**config.mk**
```make
export PLATFORM = sky130hd
export DESIGN_NAME = pmd_ctrl
export DESIGN_NICKNAME = d
export VERILOG_FILES = /design/src/pmd_pkg.sv /design/src/pmd_ctrl.sv /design/src/pmd_gate.sv
export SDC_FILE = /design/constraint.sdc
export NUM_CORES = 1
export LEC_CHECK = 0
export BUFFER_PORTS_ARGS = -buffer_cell sky130_fd_sc_hd__buf_2
export CAP_MARGIN = 20
export CORE_AREA = 2 2 172 174
export CTS_CLUSTER_SIZE = 40
export DETAILED_ROUTE_END_ITERATION = 6
export DIE_AREA = 0 0 174 176
export SLEW_MARGIN = 20
export SYNTH_ARGS = -nofsm -noshare
export SYNTH_HDL_FRONTEND = slang
export SYNTH_HIERARCHICAL = 1
export SYNTH_SLANG_ARGS = --single-unit
```
**constraint.sdc**
```tcl
create_clock -name aclk -period 2.51 [get_ports aclk]
set_input_delay 0.753 -clock aclk [delete_from_list [all_inputs] [get_ports aclk]]
set_output_delay 0.753 -clock aclk [all_outputs]
set_load 0.02 [all_outputs]
```
**src/pmd_pkg.sv**
```systemverilog
// Constants and types shared by the peripheral module disable block
package pmd_pkg;

  // Register bus geometry
  localparam int ADDR_W = 12;
  localparam int DATA_W = 32;
  localparam int REG_W = 8;
  localparam int NUM_REGS = 3;
  localparam int NUM_PERIPH = NUM_REGS * REG_W;
  localparam int PERIPH_ID_W = 5;

  // Register indices; byte address is four times the index
  localparam logic [ADDR_W-1:0] IDX_DISABLE0 = 12'h10C;
  localparam logic [ADDR_W-1:0] IDX_DISABLE1 = 12'h10D;
  localparam logic [ADDR_W-1:0] IDX_DISABLE2 = 12'h10E;
  localparam logic [ADDR_W-1:0] ADDR_DISABLE0 = {IDX_DISABLE0[ADDR_W-3:0], 2'b00};
  localparam logic [ADDR_W-1:0] ADDR_DISABLE1 = {IDX_DISABLE1[ADDR_W-3:0], 2'b00};
  localparam logic [ADDR_W-1:0] ADDR_DISABLE2 = {IDX_DISABLE2[ADDR_W-3:0], 2'b00};

  // Values after reset
  localparam logic [REG_W-1:0] DISABLE_RST = 8'h00;
  localparam logic [REG_W-1:0] SFR_BLANK = 8'h00;

  // Field positions in module_disable_reg0
  localparam int POS_TIMER_ZERO = 7;
  localparam int POS_REFCLK_OUT = 6;
  localparam int POS_PIN_CHANGE_IRQ = 5;
  localparam int POS_CLOCK_TUNING = 4;
  localparam int POS_PERIPH_CLOCK_NET = 3;
  localparam int POS_MEMORY_SCANNER = 2;
  localparam int POS_CHECKSUM_UNIT = 1;
  localparam int POS_NONVOLATILE_ACCESS = 0;
  // Field positions in module_disable_reg1
  localparam int POS_PULSE_GEN1 = 7;
  localparam int POS_CAPCOMP2 = 6;
  localparam int POS_CAPCOMP1 = 5;
  localparam int POS_TIMER_SIX = 4;
  localparam int POS_TIMER_FOUR = 3;
  localparam int POS_TIMER_TWO = 2;
  localparam int POS_TIMER_THREE = 1;
  localparam int POS_TIMER_ONE = 0;
  // Field positions in module_disable_reg2
  localparam int POS_LOGIC_CELL3 = 7;
  localparam int POS_LOGIC_CELL2 = 6;
  localparam int POS_LOGIC_CELL1 = 5;
  localparam int POS_WAVEFORM_GEN = 4;
  localparam int POS_NUMERIC_OSC = 3;
  localparam int POS_PULSE_GEN4 = 2;
  localparam int POS_PULSE_GEN3 = 1;
  localparam int POS_PULSE_GEN2 = 0;

  // Bus responses
  localparam logic [1:0] RESP_OKAY = 2'b00;
  localparam logic [1:0] RESP_SLVERR = 2'b10;

  typedef enum logic {
    PMD_WR_IDLE = 1'b0,
    PMD_WR_RESP = 1'b1
  } pmd_wr_state_t;

endpackage : pmd_pkg
```
**src/pmd_ctrl.sv**
```systemverilog
// Peripheral module disable controller with AXI4-Lite register access
`timescale 1ns/1ns
`default_nettype none

module pmd_ctrl (
  input wire logic aclk,
  input wire logic aresetn,
  // AXI4-Lite slave
  input wire logic [11:0] s_axi_awaddr,
  input wire logic s_axi_awvalid,
  output logic s_axi_awready,
  input wire logic [31:0] s_axi_wdata,
  input wire logic [3:0] s_axi_wstrb,
  input wire logic s_axi_wvalid,
  output logic s_axi_wready,
  output logic [1:0] s_axi_bresp,
  output logic s_axi_bvalid,
  input wire logic s_axi_bready,
  input wire logic [11:0] s_axi_araddr,
  input wire logic s_axi_arvalid,
  output logic s_axi_arready,
  output logic [31:0] s_axi_rdata,
  output logic [1:0] s_axi_rresp,
  output logic s_axi_rvalid,
  input wire logic s_axi_rready,
  // Peripheral special function register access
  input wire logic cpu_sfr_wr,
  input wire logic cpu_sfr_rd,
  input wire logic [4:0] cpu_sfr_periph,
  output logic [23:0] periph_sfr_wr,
  input wire logic [191:0] periph_sfr_rdata,
  output logic [7:0] cpu_sfr_rdata,
  // Peripheral resets and outputs
  output logic [23:0] periph_rst_hold,
  input wire logic [23:0] periph_out_raw,
  output logic [23:0] periph_out,
  // Non-volatile memory access
  input wire logic nvm_rd_req,
  input wire logic nvm_wr_req,
  input wire logic nvm_ctrl_wr_req,
  output logic nvm_rd_en,
  output logic nvm_wr_en,
  output logic nvm_ctrl_wr_en,
  // Clock network enables
  input wire logic instr_clk_en,
  output logic full_rate_system_clock_en,
  output logic instr_clk_en_out,
  // Individual disable levels
  output logic timer_zero_off,
  output logic refclk_out_off,
  output logic pin_change_irq_off,
  output logic clock_tuning_off,
  output logic periph_clock_net_off,
  output logic memory_scanner_off,
  output logic checksum_unit_off,
  output logic nonvolatile_access_off,
  output logic pulse_gen1_off,
  output logic capcomp2_off,
  output logic capcomp1_off,
  output logic timer_six_off,
  output logic timer_four_off,
  output logic timer_two_off,
  output logic timer_three_off,
  output logic timer_one_off,
  output logic logic_cell3_off,
  output logic logic_cell2_off,
  output logic logic_cell1_off,
  output logic waveform_gen_off,
  output logic numeric_oscillator_off,
  output logic pulse_gen4_off,
  output logic pulse_gen3_off,
  output logic pulse_gen2_off
);

  // Disable registers: byte 0 is reg0, byte 1 reg1, byte 2 reg2
  logic [7:0] module_disable_reg0, module_disable_reg1, module_disable_reg2;
  logic [7:0] next_module_disable_reg0, next_module_disable_reg1, next_module_disable_reg2;
  logic [23:0] off_vec;
  // Write channel state
  pmd_pkg::pmd_wr_state_t wr_state, next_wr_state;
  logic aw_got, next_aw_got;
  logic w_got, next_w_got;
  logic [11:0] aw_addr_q, next_aw_addr_q;
  logic [31:0] w_data_q, next_w_data_q;
  logic w_strb0_q, next_w_strb0_q;
  logic [1:0] next_bresp;
  logic next_bvalid;
  // Read channel state
  logic [31:0] next_rdata;
  logic [1:0] next_rresp;
  logic next_rvalid;
  // SFR read return
  logic [7:0] next_cpu_sfr_rdata;
  logic [191:0] sfr_rdata_gated;
  // Combined write request
  logic aw_take, w_take, have_aw, have_w;
  logic [11:0] wr_addr;
  logic [31:0] wr_data;
  logic wr_strb0, wr_fire, wr_hit, rd_fire, rd_hit;
  logic [7:0] rd_byte;
  assign off_vec = {module_disable_reg2, module_disable_reg1, module_disable_reg0};

  // Write address and data channels are open only while idle and not yet captured; read address while no read data is held
  assign s_axi_awready = (wr_state == pmd_pkg::PMD_WR_IDLE) && !aw_got;
  assign s_axi_wready = (wr_state == pmd_pkg::PMD_WR_IDLE) && !w_got;
  assign s_axi_arready = !s_axi_rvalid;

  assign aw_take = s_axi_awvalid && s_axi_awready;
  assign w_take = s_axi_wvalid && s_axi_wready;
  assign have_aw = aw_got || aw_take;
  assign have_w = w_got || w_take;
  assign wr_addr = aw_got ? aw_addr_q : s_axi_awaddr;
  assign wr_data = w_got ? w_data_q : s_axi_wdata;
  assign wr_strb0 = w_got ? w_strb0_q : s_axi_wstrb[0];
  assign wr_fire = (wr_state == pmd_pkg::PMD_WR_IDLE) && have_aw && have_w;

  // Register map decode, word aligned
  always_comb begin
    unique case (wr_addr[11:2])
      pmd_pkg::ADDR_DISABLE0[11:2]: wr_hit = 1'b1;
      pmd_pkg::ADDR_DISABLE1[11:2]: wr_hit = 1'b1;
      pmd_pkg::ADDR_DISABLE2[11:2]: wr_hit = 1'b1;
      default: wr_hit = 1'b0;
    endcase
  end
  assign rd_fire = s_axi_arvalid && s_axi_arready;
  always_comb begin
    rd_hit = 1'b1;
    rd_byte = 8'h00;
    unique case (s_axi_araddr[11:2])
      pmd_pkg::ADDR_DISABLE0[11:2]: rd_byte = module_disable_reg0;
      pmd_pkg::ADDR_DISABLE1[11:2]: rd_byte = module_disable_reg1;
      pmd_pkg::ADDR_DISABLE2[11:2]: rd_byte = module_disable_reg2;
      default: rd_hit = 1'b0;
    endcase
  end

  // Disable register next values; one means off
  always_comb begin
    next_module_disable_reg0 = module_disable_reg0;
    next_module_disable_reg1 = module_disable_reg1;
    next_module_disable_reg2 = module_disable_reg2;
    if (wr_fire && wr_strb0) begin
      if (wr_addr[11:2] == pmd_pkg::ADDR_DISABLE0[11:2]) begin
        next_module_disable_reg0 = wr_data[7:0];
      end
      if (wr_addr[11:2] == pmd_pkg::ADDR_DISABLE1[11:2]) begin
        next_module_disable_reg1 = wr_data[7:0];
      end
      if (wr_addr[11:2] == pmd_pkg::ADDR_DISABLE2[11:2]) begin
        next_module_disable_reg2 = wr_data[7:0];
      end
    end
  end

  always_ff @(posedge aclk) begin
    if (!aresetn) begin
      module_disable_reg0 <= pmd_pkg::DISABLE_RST;
      module_disable_reg1 <= pmd_pkg::DISABLE_RST;
      module_disable_reg2 <= pmd_pkg::DISABLE_RST;
    end else begin
      module_disable_reg0 <= next_module_disable_reg0;
      module_disable_reg1 <= next_module_disable_reg1;
      module_disable_reg2 <= next_module_disable_reg2;
    end
  end

  // Write channel: capture address and data in either order
  always_comb begin
    next_wr_state = wr_state;
    next_aw_got = aw_got;
    next_w_got = w_got;
    next_aw_addr_q = aw_addr_q;
    next_w_data_q = w_data_q;
    next_w_strb0_q = w_strb0_q;
    next_bresp = s_axi_bresp;
    next_bvalid = s_axi_bvalid;
    unique case (wr_state)
      pmd_pkg::PMD_WR_IDLE: begin
        if (aw_take) begin
          next_aw_got = 1'b1;
          next_aw_addr_q = s_axi_awaddr;
        end
        if (w_take) begin
          next_w_got = 1'b1;
          next_w_data_q = s_axi_wdata;
          next_w_strb0_q = s_axi_wstrb[0];
        end
        if (wr_fire) begin
          next_wr_state = pmd_pkg::PMD_WR_RESP;
          next_bvalid = 1'b1;
          next_bresp = wr_hit ? pmd_pkg::RESP_OKAY : pmd_pkg::RESP_SLVERR;
        end
      end
      pmd_pkg::PMD_WR_RESP: begin
        if (s_axi_bready) begin
          next_wr_state = pmd_pkg::PMD_WR_IDLE;
          next_bvalid = 1'b0;
          next_aw_got = 1'b0;
          next_w_got = 1'b0;
        end
      end
    endcase
  end

  always_ff @(posedge aclk) begin
    if (!aresetn) begin
      wr_state <= pmd_pkg::PMD_WR_IDLE;
      aw_got <= 1'b0;
      w_got <= 1'b0;
      aw_addr_q <= 12'h000;
      w_data_q <= 32'h00000000;
      w_strb0_q <= 1'b0;
      s_axi_bresp <= pmd_pkg::RESP_OKAY;
      s_axi_bvalid <= 1'b0;
    end else begin
      wr_state <= next_wr_state;
      aw_got <= next_aw_got;
      w_got <= next_w_got;
      aw_addr_q <= next_aw_addr_q;
      w_data_q <= next_w_data_q;
      w_strb0_q <= next_w_strb0_q;
      s_axi_bresp <= next_bresp;
      s_axi_bvalid <= next_bvalid;
    end
  end

  // Read channel: one cycle to data, held until taken
  always_comb begin
    next_rdata = s_axi_rdata;
    next_rresp = s_axi_rresp;
    next_rvalid = s_axi_rvalid;
    if (rd_fire) begin
      next_rvalid = 1'b1;
      next_rdata = {24'h000000, rd_byte};
      next_rresp = rd_hit ? pmd_pkg::RESP_OKAY : pmd_pkg::RESP_SLVERR;
    end else if (s_axi_rvalid && s_axi_rready) begin
      next_rvalid = 1'b0;
    end
  end

  always_ff @(posedge aclk) begin
    if (!aresetn) begin
      s_axi_rdata <= 32'h00000000;
      s_axi_rresp <= pmd_pkg::RESP_OKAY;
      s_axi_rvalid <= 1'b0;
    end else begin
      s_axi_rdata <= next_rdata;
      s_axi_rresp <= next_rresp;
      s_axi_rvalid <= next_rvalid;
    end
  end

  // One gate per peripheral; bit index equals peripheral id
  generate
    for (genvar gi = 0; gi < pmd_pkg::NUM_PERIPH; gi++) begin : g_periph
      pmd_gate u_gate (
        .aclk(aclk),
        .aresetn(aresetn),
        .off(off_vec[gi]),
        .out_raw(periph_out_raw[gi]),
        .sfr_wr_req(cpu_sfr_wr && (cpu_sfr_periph == 5'(gi))),
        .sfr_rdata_raw(periph_sfr_rdata[gi*8 +: 8]),
        .rst_hold(periph_rst_hold[gi]),
        .out_forced(periph_out[gi]),
        .sfr_wr(periph_sfr_wr[gi]),
        .sfr_rdata(sfr_rdata_gated[gi*8 +: 8])
      );
    end
  endgenerate

  // Registered SFR read return; unknown ids read as blank
  always_comb begin
    next_cpu_sfr_rdata = pmd_pkg::SFR_BLANK;
    if (cpu_sfr_rd && (cpu_sfr_periph < 5'(pmd_pkg::NUM_PERIPH))) begin
      next_cpu_sfr_rdata = sfr_rdata_gated[cpu_sfr_periph*8 +: 8];
    end
  end

  always_ff @(posedge aclk) begin
    if (!aresetn) begin
      cpu_sfr_rdata <= pmd_pkg::SFR_BLANK;
    end else begin
      cpu_sfr_rdata <= next_cpu_sfr_rdata;
    end
  end

  // Memory access blocking, including control register writes
  assign nvm_rd_en = nvm_rd_req && !nonvolatile_access_off;
  assign nvm_wr_en = nvm_wr_req && !nonvolatile_access_off;
  assign nvm_ctrl_wr_en = nvm_ctrl_wr_req && !nonvolatile_access_off;
  // Only the full-rate network is gated; quarter rate passes
  assign full_rate_system_clock_en = !periph_clock_net_off;
  assign instr_clk_en_out = instr_clk_en;

  // Named disable levels
  assign timer_zero_off = module_disable_reg0[pmd_pkg::POS_TIMER_ZERO];
  assign refclk_out_off = module_disable_reg0[pmd_pkg::POS_REFCLK_OUT];
  assign pin_change_irq_off = module_disable_reg0[pmd_pkg::POS_PIN_CHANGE_IRQ];
  assign clock_tuning_off = module_disable_reg0[pmd_pkg::POS_CLOCK_TUNING];
  assign periph_clock_net_off = module_disable_reg0[pmd_pkg::POS_PERIPH_CLOCK_NET];
  assign memory_scanner_off = module_disable_reg0[pmd_pkg::POS_MEMORY_SCANNER];
  assign checksum_unit_off = module_disable_reg0[pmd_pkg::POS_CHECKSUM_UNIT];
  assign nonvolatile_access_off = module_disable_reg0[pmd_pkg::POS_NONVOLATILE_ACCESS];
  assign pulse_gen1_off = module_disable_reg1[pmd_pkg::POS_PULSE_GEN1];
  assign capcomp2_off = module_disable_reg1[pmd_pkg::POS_CAPCOMP2];
  assign capcomp1_off = module_disable_reg1[pmd_pkg::POS_CAPCOMP1];
  assign timer_six_off = module_disable_reg1[pmd_pkg::POS_TIMER_SIX];
  assign timer_four_off = module_disable_reg1[pmd_pkg::POS_TIMER_FOUR];
  assign timer_two_off = module_disable_reg1[pmd_pkg::POS_TIMER_TWO];
  assign timer_three_off = module_disable_reg1[pmd_pkg::POS_TIMER_THREE];
  assign timer_one_off = module_disable_reg1[pmd_pkg::POS_TIMER_ONE];
  assign logic_cell3_off = module_disable_reg2[pmd_pkg::POS_LOGIC_CELL3];
  assign logic_cell2_off = module_disable_reg2[pmd_pkg::POS_LOGIC_CELL2];
  assign logic_cell1_off = module_disable_reg2[pmd_pkg::POS_LOGIC_CELL1];
  assign waveform_gen_off = module_disable_reg2[pmd_pkg::POS_WAVEFORM_GEN];
  assign numeric_oscillator_off = module_disable_reg2[pmd_pkg::POS_NUMERIC_OSC];
  assign pulse_gen4_off = module_disable_reg2[pmd_pkg::POS_PULSE_GEN4];
  assign pulse_gen3_off = module_disable_reg2[pmd_pkg::POS_PULSE_GEN3];
  assign pulse_gen2_off = module_disable_reg2[pmd_pkg::POS_PULSE_GEN2];

endmodule : pmd_ctrl

`default_nettype wire

```
**src/pmd_gate.sv**
```systemverilog
// Per-peripheral reset hold, register blanking and output forcing
`timescale 1ns/1ns
`default_nettype none

module pmd_gate (
  input wire logic aclk,
  input wire logic aresetn,
  input wire logic off,
  input wire logic out_raw,
  input wire logic sfr_wr_req,
  input wire logic [7:0] sfr_rdata_raw,
  output logic rst_hold,
  output logic out_forced,
  output logic sfr_wr,
  output logic [7:0] sfr_rdata
);

  logic next_out_forced;

  // Held in reset for as long as the disable bit stands
  assign rst_hold = off;
  // Register file looks unimplemented while off
  assign sfr_wr = sfr_wr_req & ~off;
  assign sfr_rdata = off ? pmd_pkg::SFR_BLANK : sfr_rdata_raw;

  always_comb begin
    next_out_forced = off ? 1'b0 : out_raw;
  end

  always_ff @(posedge aclk) begin
    if (!aresetn) begin
      out_forced <= 1'b0;
    end else begin
      out_forced <= next_out_forced;
    end
  end

endmodule : pmd_gate

`default_nettype wire

```
==> results of run 1 <==
## worst min path at each step
| stage | to | startpoint |
|---|---|---|
| final | s_axi_rdata[6] | s_axi_rdata[6] |
| after global routing | s_axi_rdata[6] | s_axi_rdata[6] |
| after CTS | s_axi_rdata[6] | s_axi_rdata[6] |
| after detailed placement | s_axi_rdata[2] | s_axi_rdata[2] |
| after global placement | s_axi_rdata[7] | s_axi_rdata[7] |
| after floorplan | aw_addr_q[6] | aw_addr_q[6] |
## per-stage QoR
stage                     setup TNS (ns)  cells  utilization
after floorplan                        0    807            -
after global placement             -3.69   1561        0.356
after detailed placement           -3.68   1561        0.356
after CTS                         -0.245   1576        0.370
after global routing              -0.671   1576        0.371
final                             -0.208   1578        0.371
## registers in the layout (all words and copies together), names as in the netlist, 8 cells and up
signal	cells
module_disable_reg1	8
s_axi_rdata	8
aw_addr_q	10
module_disable_reg0	8
module_disable_reg2	8
g_periph.u_gate/out_forced	24
w_data_q	8
cpu_sfr_rdata	8
## area by class of cell
cell class	instances	area, µm²	area share
Antenna cell	2	5.00	0.000472
Clock buffer	10	239	0.0225
Clock inverter	6	87.6	0.00826
Inverter	3	11.3	0.00106
Multi-Input combinational cell	624	5400	0.509
Sequential cell	90	1800	0.170
Tap cell	384	480	0.0453
Timing Repair Buffer	459	2580	0.243
## cells in the final DEF (no fill, tap or decap), drive strengths merged, types with 10 or more instances in the layout
| cell type | synthesis | layout |
|---|---|---|
| a221oi | 14 | 14 |
| and2b | 216 | 216 |
| and3b | 24 | 24 |
| buf | 79 | 459 |
| clkbuf | 11 | 10 |
| conb | 1 | 26 |
| dfxtp | 90 | 90 |
| mux2i | 89 | 89 |
| mux4 | 32 | 32 |
| nand2 | 46 | 46 |
| nor2 | 28 | 28 |
| nor2b | 37 | 37 |
| nor3 | 15 | 15 |
| o21ai | 14 | 14 |
## per-layer routing
layer  wire, µm  global-route usage  vias up  part of all wire
met5         13                   0        -           0.00041
met4        881              0.0623        2             0.028
met3       2100              0.0435       47             0.066
met2      15300               0.338      284              0.48
met1      13400               0.248     3489              0.42
li1           -                   -     3477                 -
## worst reg2reg max path, cell delays in order (launching register included)
cell and delay (ns):
dfxtp_1 0.45, buf_4 0.20, and2b_2 0.21, mux4_2 0.47, a2111oi_0 0.57, buf_4 0.22, a221oi_1 0.06
## power groups by stage
stage	clock network (µW)	logic (µW)	registers [µW]
floorplan	0	645	1590
global placement	0	1070	1550
detailed placement	0	1090	1550
CTS	1580	1100	1520
global route	1630	1180	1520
finish	1520	1100	1520
## cells by family after synthesis
kind of cell	share of synthesized area
muxes	0.221
other	0.000488
AOI/OAI and AO/OA	0.0763
and+or+nand+nor	0.386
DFF	0.234
buffers and inverters	0.0818
## timing repair
item | CTS | global route
hold endpoints to repair | 0 | 0
resized for setup | 26 | 11
pin swaps | 4 | 3
endpoints found under the setup margin | 20 | 23
==> flow_metrics.tcl, run 1 <==
set metrics [dict create \
    rows 62 \
    yosysTopAreaCellShare 0.246 \
    grt_max_degree 32 \
    cp.arrival_ns 1.81 \
    nFillCells 3016 \
    max_stage_delay_ns 0.22 \
    violations "negative setup slack" \
    stdcell_area_um2 10600 \
    ioPinCount 444 \
    synth.distinct_cells 48 \
    power_uw 4140 \
    rr_endpoint "cpu_sfr_rdata[4]" \
    endpoint "periph_sfr_wr[7]" \
    dr.pass1.iters 5 \
    slew_violations 0 \
    synth-edff-count 0 \
    cts_buffers 9 \
    synth_most_common_cell "and2b_2" \
    crit_path_end_kind "primary output" \
    hp-class "reg2reg" \
    reg2regPathDepth 6 \
    setup_viol 9 \
    yosys_warnings 6 \
    final.setup_skew_ns 0.0108 \
    seqPwrFrac 0.366 \
    ys_seq_area_frac 0.234 \
    tightest_slew_ns 0.768 \
    vdd_ir_drop_max_mv 0.279 \
    fp.dieH_um 176 \
    ctsHoldBuffers 0 \
    initial_utilization 0.269 \
    worst-path-max-fanout 3 \
    die_w_um 174 \
    post_cts_buffers 0 \
    path_depth 7 \
    clkSlewWorstSetupHoldPaths_ns 0.08 \
    synth_area_per_cell_um2 9.83 \
    grt_pass1_wl_um 45200 \
    pwr-share-comb 0.266 \
    gp_congestion 0.858 \
    synth_top_cell_by_area "and2b_2" \
    hold_ws_ns 0.480 \
    p_per_area_nw_per_um2 390 \
    grt_pass1_vias 7288 \
    crit_type "in2out" \
    antenna_left 0 \
    via_per_inst 4.63 \
    layout.nets 1481 \
    layout-drive-gt1-share 0.648 \
    setup_ws_ns -0.0513 \
    reg2reg_from "module_disable_reg1[7]" \
    h-tree-depth 3 \
    hold_path_depth 1 \
    syn2layout_area_growth_pct 37.8 \
    crit_family "simple AND/OR/NAND/NOR gates" \
    status "finished with violations" \
    timing.fmax_mhz 390 \
    clkPwrFrac 0.368 \
    postSynthCellCount 782 \
    async_reset_ff_frac 0 \
    cp-startpoint "cpu_sfr_wr" \
    switching_share 0.284 \
    cts_root_buffer "clkbuf_16" \
    min_period_over_period 1.02 \
    p_sw_uw 1180 \
    relSlewSlack 0.487 \
    wl_per_cell_um 20.1 \
    netlist_area_um2 7690 \
    io_buffers 384 \
    leakagePower_uw 0.00527 \
    placed_cell_area_um2 10200 \
    cp-start-kind "input pin" \
    clkLatencyLatePin_ns 0.35 \
    synth_commonest_cells "and2b_2 (216), dfxtp_1 (90), mux2i_1 (89)" \
    dp_slack_ns -0.308 \
    crit_buf_inv 3 \
    p_int_uw 2960 \
    cts_tree "done" \
    dr_total_vias 7299 \
    coreArea_um2 28500 \
    rsz0062_at_grt "yes" \
    die_area_um2 30600 \
    grt_overflow_total 0 \
    cts.path.max_buffers 2 \
    antenna_found_initial 3 \
    slowest_stage "nor2b_4" \
    route.detailed.drc 0 \
    max_cap_viol_count 0 \
    min_period_ns 2.56 \
    worstPathCellList "buf_8 -> nor2b_4 -> nand3_1 -> buf_4 -> nor2_1 -> and2b_2 -> buf_2" \
    initialDrtViolationCount 353 \
    clkSinkCount 90 \
    hold_violations 0 \
    synth-seq-cells 90 \
    routed_wl_um 31700 \
    synthTopCellsByArea "and2b_2 (25%), dfxtp_1 (23%), mux2i_1 (12%)" \
    dp_hpwl_um 26100 \
    required_ns 1.76 \
    grt.total_usage 0.198 \
    regToRegSetupSlack_ns 0.18 \
    synth-main-ff-cell "dfxtp_1" \
]
No activity file was read; power rests on OpenSTA's default activity.
==> inputs of run 2 (changes only) <==
- ABC_AREA: default -> 1
- CORE_AREA: 2 2 172 174 -> 3 3 173 175
- DIE_AREA: 0 0 174 176 -> 0 0 176 178
==> run 2 against run 1 <==
Effect of this change:
- the flow now finishes without violations
- global-route usage up 2.9 points
- clock power down 4%
- fmax up 2.8%
- critical path depth up 1
- largest power group unchanged
- highest routed layer unchanged
==> flow_metrics.tcl, run 2 <==
set metrics [dict create \
    cts_root_buffer "clkbuf_16" \
    p_per_area_nw_per_um2 402 \
    synth-edff-count 0 \
    antenna_left 0 \
    hold_violations 0 \
    synth-main-ff-cell "dfxtp_1" \
    grt_pass1_wl_um 53600 \
    clkSinkCount 90 \
    post_cts_buffers 0 \
    grt_overflow_total 0 \
    antenna_found_initial 5 \
    vdd_ir_drop_max_mv 0.367 \
    dp_hpwl_um 30000 \
    yosysTopAreaCellShare 0.233 \
    setup_tns_ns 0 \
    required_ns 1.76 \
    leakagePower_uw 0.00608 \
    relSlewSlack 0.502 \
    layout-drive-gt1-share 0.290 \
    grt_max_degree 60 \
    fp.dieH_um 178 \
    cts_tree "done" \
    cts.path.max_buffers 2 \
    ys_seq_area_frac 0.233 \
    routed_wl_um 37800 \
    netlist_area_um2 7740 \
    ioPinCount 444 \
    cp.arrival_ns 1.74 \
    slew_violations 0 \
    grt_pass1_vias 8944 \
    hp-class "reg2reg" \
    gp_congestion 1.00 \
    route.detailed.drc 0 \
    top_regs "g_periph.u_gate/out_forced: 24 flops, aw_addr_q: 10 flops" \
    via_per_inst 4.48 \
    placedCellCount 2145 \
    die_area_um2 31300 \
    cp-start-kind "input pin" \
    mostFrequentLayoutCell "buf_2" \
    dr_total_vias 9707 \
    dr.pass1.iters 5 \
    postSynthCellCount 1418 \
    synth_area_per_cell_um2 5.46 \
    synth_most_common_cell "nor2_1" \
    final.setup_skew_ns 0.0140 \
    wl_per_cell_um 17.4 \
    timing.fmax_mhz 401 \
    synthTopCellsByArea "dfxtp_1 (23%), nor2_1 (18%), nand2_1 (17%)" \
    yosys_warnings 6 \
    coreArea_um2 28600 \
    syn2layout_area_growth_pct 31.6 \
    rsz0062_at_grt "yes" \
    rows 62 \
    clkSlewWorstSetupHoldPaths_ns 0.07 \
    synth-seq-cells 90 \
    synth_top_cell_by_area "dfxtp_1" \
    mostFrequentLayoutCells "buf_2 (378), nor2_1 (350), nand2_1 (349)" \
    synth_commonest_cells "nor2_1 (376), nand2_1 (353), inv_1 (245)" \
    grt.total_usage 0.227 \
    io_buffers 384 \
    layout.nets 2066 \
    initialDrtViolationCount 883 \
    ctsHoldBuffers 0 \
    layout.cells.non_filler 2166 \
    tightest_slew_ns 0.746 \
    crit_type "in2out" \
    worst-path-max-fanout 4 \
    crit_path_end_kind "primary output" \
    status "finished, final reports clean" \
    synth.distinct_cells 33 \
    h-tree-depth 3 \
    min_period_ns 2.49 \
    max_cap_viol_count 0 \
    cts_buffers 9 \
    regMostFlops "g_periph.u_gate/out_forced" \
    async_reset_ff_frac 0 \
    post_cts_resize_count 12 \
    clkLatencyLatePin_ns 0.36 \
    min_period_over_period 0.992 \
    die_w_um 176 \
    initial_utilization 0.270 \
    setup_viol 0 \
    largest_reg_flops 24 \
]
## run 2: changes by cell type in the layout (fill, tap and decap cells not counted), sizes merged, moves of 24 or more
cell,delta
inv,+251
and2b,-216
nand3,+58
nand4,+40
nor2,+357
o21ai,+33
and3b,-24
buf,-25
mux4,-32
a21oi,+37
nand2,+311
mux2i,-81
nor2b,-37
## run 2: cells by family (layout without fill, tap and decap cells)
logic type,Yosys count,in the layout,share of synthesized area
and+or+nand+nor,856,856,0.455
buffers and inverters,372,706,0.239
AOI/OAI and AO/OA,91,91,0.0622
DFF,90,90,0.233
muxes,8,8,0.0103
other,1,31,0.000485
## run 2: final timing paths
check,start,end,slack [ns],cells past startpoint
hold / removal,aw_addr_q[2],aw_addr_q[2],0.45,2
setup reg to reg,module_disable_reg0[6],cpu_sfr_rdata[7],0.38,9
setup / recovery,cpu_sfr_wr,periph_sfr_wr[10],0.02,8
hold reg to reg,aw_addr_q[2],aw_addr_q[2],0.45,2
## run 2: critical path, cell delays in order
cell     delay [ns]
buf_2          0.11
inv_1          0.07
nor2_4         0.13
nand2_2        0.12
nor2_1         0.11
inv_1          0.05
nor2_1         0.20
buf_4          0.20
## run 2: layer usage
layer,track usage,wire (µm),up-vias
li1,-,-,4853
met4,0.0729,892,2
met3,0.0451,2840,60
met5,0,13,-
met2,0.395,18500,457
met1,0.281,15500,4335
## run 2: through the flow
step	power [µW]	hold slack [ns]	cell area, µm²	setup WS (ns)	util
final	4090	0.453	10200	0.0192	0.356
after global routing	4320	0.470	10200	-0.00395	0.356
after CTS	4140	0.453	10100	-0.000512	0.354
after detailed placement	2650	0.442	9790	-0.172	0.342
after global placement	2640	0.439	9790	-0.148	0.342
after floorplan	2240	0.429	7890	-0.0290	-
## run 2: power by group
| group | internal [µW] | leakage [µW] | switching [µW] |
|---|---|---|---|
| clock network | 789 | 0.000145 | 667 |
| logic | 408 | 0.00520 | 696 |
| registers | 1500 | 0.000738 | 36.0 |
## run 2: area by class of cell
| type | count | area [µm²] |
|---|---|---|
| inverters | 256 | 966 |
| fillers | 3270 | 18400 |
| clock inverters | 6 | 75.1 |
| repair buffers | 434 | 2330 |
| multi-input cells | 981 | 4290 |
| flip-flops and latches | 90 | 1800 |
| clock buffers | 10 | 229 |
| diodes | 5 | 12.5 |
| well taps | 384 | 480 |
==> inputs of run 3 (changes only) <==
- SETUP_SLACK_MARGIN: default -> 0.02
==> run 3 against run 2 <==
Effect of this change:
- the run now ends with design-rule violations left
- register-to-register slack gained 0.19 ns
- clock power is essentially flat
- sequential share of layout area down 0.28 points
- largest cell class unchanged
==> flow_metrics.tcl, run 3 (synthesized netlist as in run 2, its figures left out) <==
set metrics [dict create \
    cts_root_buffer "clkbuf_16" \
    grt_overflow_total 0 \
    vdd_ir_drop_max_mv 0.247 \
    top_regs "g_periph.u_gate/out_forced: 24 flops, aw_addr_q: 10 flops" \
    antenna_left 0 \
    dp_hpwl_um 29800 \
    max_stage_delay_ns 0.16 \
    nFillCells 3231 \
    hold_path_depth 2 \
    initialDrtViolationCount 890 \
    violations "design-rule violations" \
    ioPinCount 444 \
    status "finished with violations" \
    relSlewSlack 0.460 \
    grt_pass1_wl_um 54300 \
    rsz0062_at_grt "yes" \
    required_ns 1.76 \
    gp_congestion 0.935 \
    route.detailed.drc 4 \
    syn2layout_area_growth_pct 33.7 \
    rr_endpoint "cpu_sfr_rdata[7]" \
    layout-drive-gt1-share 0.297 \
    reg2regPathDepth 8 \
    dr_total_vias 9866 \
    grt.total_usage 0.230 \
    rows 62 \
    fin_util 0.361 \
    mostFrequentLayoutCell "buf_2" \
    io_buffers 384 \
    slew_violations 0 \
    seqPwrFrac 0.372 \
    worstPathCellList "buf_6 -> inv_4 -> nor2_4 -> buf_4 -> inv_1 -> nor3_1 -> inv_1 -> nor2_2 -> buf_4" \
    cp-start-kind "input pin" \
    antenna_found_initial 3 \
    leakagePower_uw 0.00613 \
    p_sw_uw 1480 \
    cts_buffers 9 \
    via_per_inst 4.55 \
    multiInputGateArea_um2 4350 \
    hold_start "aw_addr_q[2]" \
    routed_wl_um 38000 \
    hp-class "reg2reg" \
    cts_tree "done" \
    crit_type "in2out" \
    reg2reg_from "module_disable_reg0[5]" \
    die_w_um 176 \
    clkSinkCount 90 \
    hold_ws_ns 0.453 \
    pwr-share-comb 0.273 \
    worst-path-max-fanout 5 \
    min_period_ns 2.46 \
    max_cap_viol_count 0 \
    die_area_um2 31300 \
    coreArea_um2 28600 \
    hold_violations 0 \
    setup_viol 0 \
    clkLatencyLatePin_ns 0.36 \
    tightest_slew_ns 0.809 \
    p_per_area_nw_per_um2 398 \
    wl_per_cell_um 17.5 \
    hold_end "aw_addr_q[2]" \
    clkPwrFrac 0.355 \
    placed_cell_area_um2 9930 \
    min_period_over_period 0.981 \
    p_int_uw 2630 \
    initial_utilization 0.270 \
    fp.dieH_um 178 \
    layout.nets 2073 \
    grt_max_degree 49 \
    dr.pass1.iters 7 \
    clkSlewWorstSetupHoldPaths_ns 0.08 \
    register_area_um2 1800 \
    regToRegSetupSlack_ns 0.57 \
    cp.arrival_ns 1.71 \
    cts.path.max_buffers 2 \
    slowest_stage "nor3_1" \
    final.setup_skew_ns 0.0124 \
    largest_reg_flops 24 \
    stdcell_area_um2 10300 \
    crit_path_end_kind "primary output" \
    switching_share 0.360 \
    h-tree-depth 3 \
    mostFrequentLayoutCells "buf_2 (375), nand2_1 (348), nor2_1 (346)" \
    grt_pass1_vias 8967 \
    regMostFlops "g_periph.u_gate/out_forced" \
    timing.fmax_mhz 406 \
]
run 3: changes by cell type in the layout (fill, tap and decap cells not counted), sizes merged:
cell,change
bufinv,-1
diode,-3
clkinv,+1
inv,+2
clkinvlp,-1
buf,+6
run 3: area by class of cell:
| cell class | instances | area share |
|---|---|---|
| antenna | 2 | 0.000484 |
| clock buffer | 9 | 0.0218 |
| clock inverter | 7 | 0.00762 |
| inverter | 256 | 0.0934 |
| multi-input combinational | 981 | 0.421 |
| sequential | 90 | 0.174 |
| tap | 384 | 0.0464 |
| timing repair buffer | 441 | 0.235 |
run 3: stage by stage:
| stage | setup TNS (ns) | setup slack (ns) | instances | power [µW] |
|---|---|---|---|---|
| 4_1_cts | 0 | 0.0277 | 2167 | 4150 |
| 3_5_place_dp | -0.741 | -0.124 | 2151 | 2670 |
| 2_1_floorplan | -0.0290 | -0.0290 | 1443 | 2240 |
| 3_3_place_gp | -0.581 | -0.103 | 2151 | 2660 |
| 6_report | 0 | 0.0480 | 2170 | 4110 |
| 5_1_grt | -0.0384 | -0.0300 | 2170 | 4360 |
run 3: worst max path at each step:
stage | from | endpoint | cells after the start
after CTS | cpu_sfr_periph[1] | periph_sfr_wr[3] | 9
after global placement | cpu_sfr_periph[1] | periph_sfr_wr[2] | 8
after global routing | cpu_sfr_periph[2] | periph_sfr_wr[9] | 7
after detailed placement | cpu_sfr_periph[0] | periph_sfr_wr[1] | 8
final | cpu_sfr_periph[0] | periph_sfr_wr[21] | 9
after floorplan | cpu_sfr_periph[0] | periph_sfr_wr[21] | 8
run 3: what timing repair did:
| action | 4_1_cts | 5_1_grt |
|---|---|---|
| buffers inserted | 0 | 1 |
| gates resized for setup | 15 | 16 |
| hold buffers | 0 | 0 |
| endpoints found under the setup margin | 17 | 19 |
| pin swaps | 0 | 3 |
run 3: layer usage:
layer / vias to the layer above / track usage / part of all wire / routed length (µm)
li1: 4864 / - / - / -
met1: 4422 / 0.285 / 0.41 / 15400
met2: 506 / 0.394 / 0.48 / 18300
met3: 72 / 0.0441 / 0.077 / 2940
met4: 2 / 0.0937 / 0.035 / 1320
met5: - / 0 / 0.00034 / 13
run 3: worst max-delay path: cells and delay by family:
family | cells | cell delay [ns]
buffers and inverters | 6 | 0.58
AND/OR/NAND/NOR | 3 | 0.36
run 3: power groups by stage:
stage	Sequential, µW	Clock (µW)	Combinational (µW)
after floorplan	1600	0	643
after global placement	1560	0	1100
after detailed placement	1560	0	1100
after CTS	1530	1510	1110
after global routing	1540	1570	1250
final	1530	1460	1120
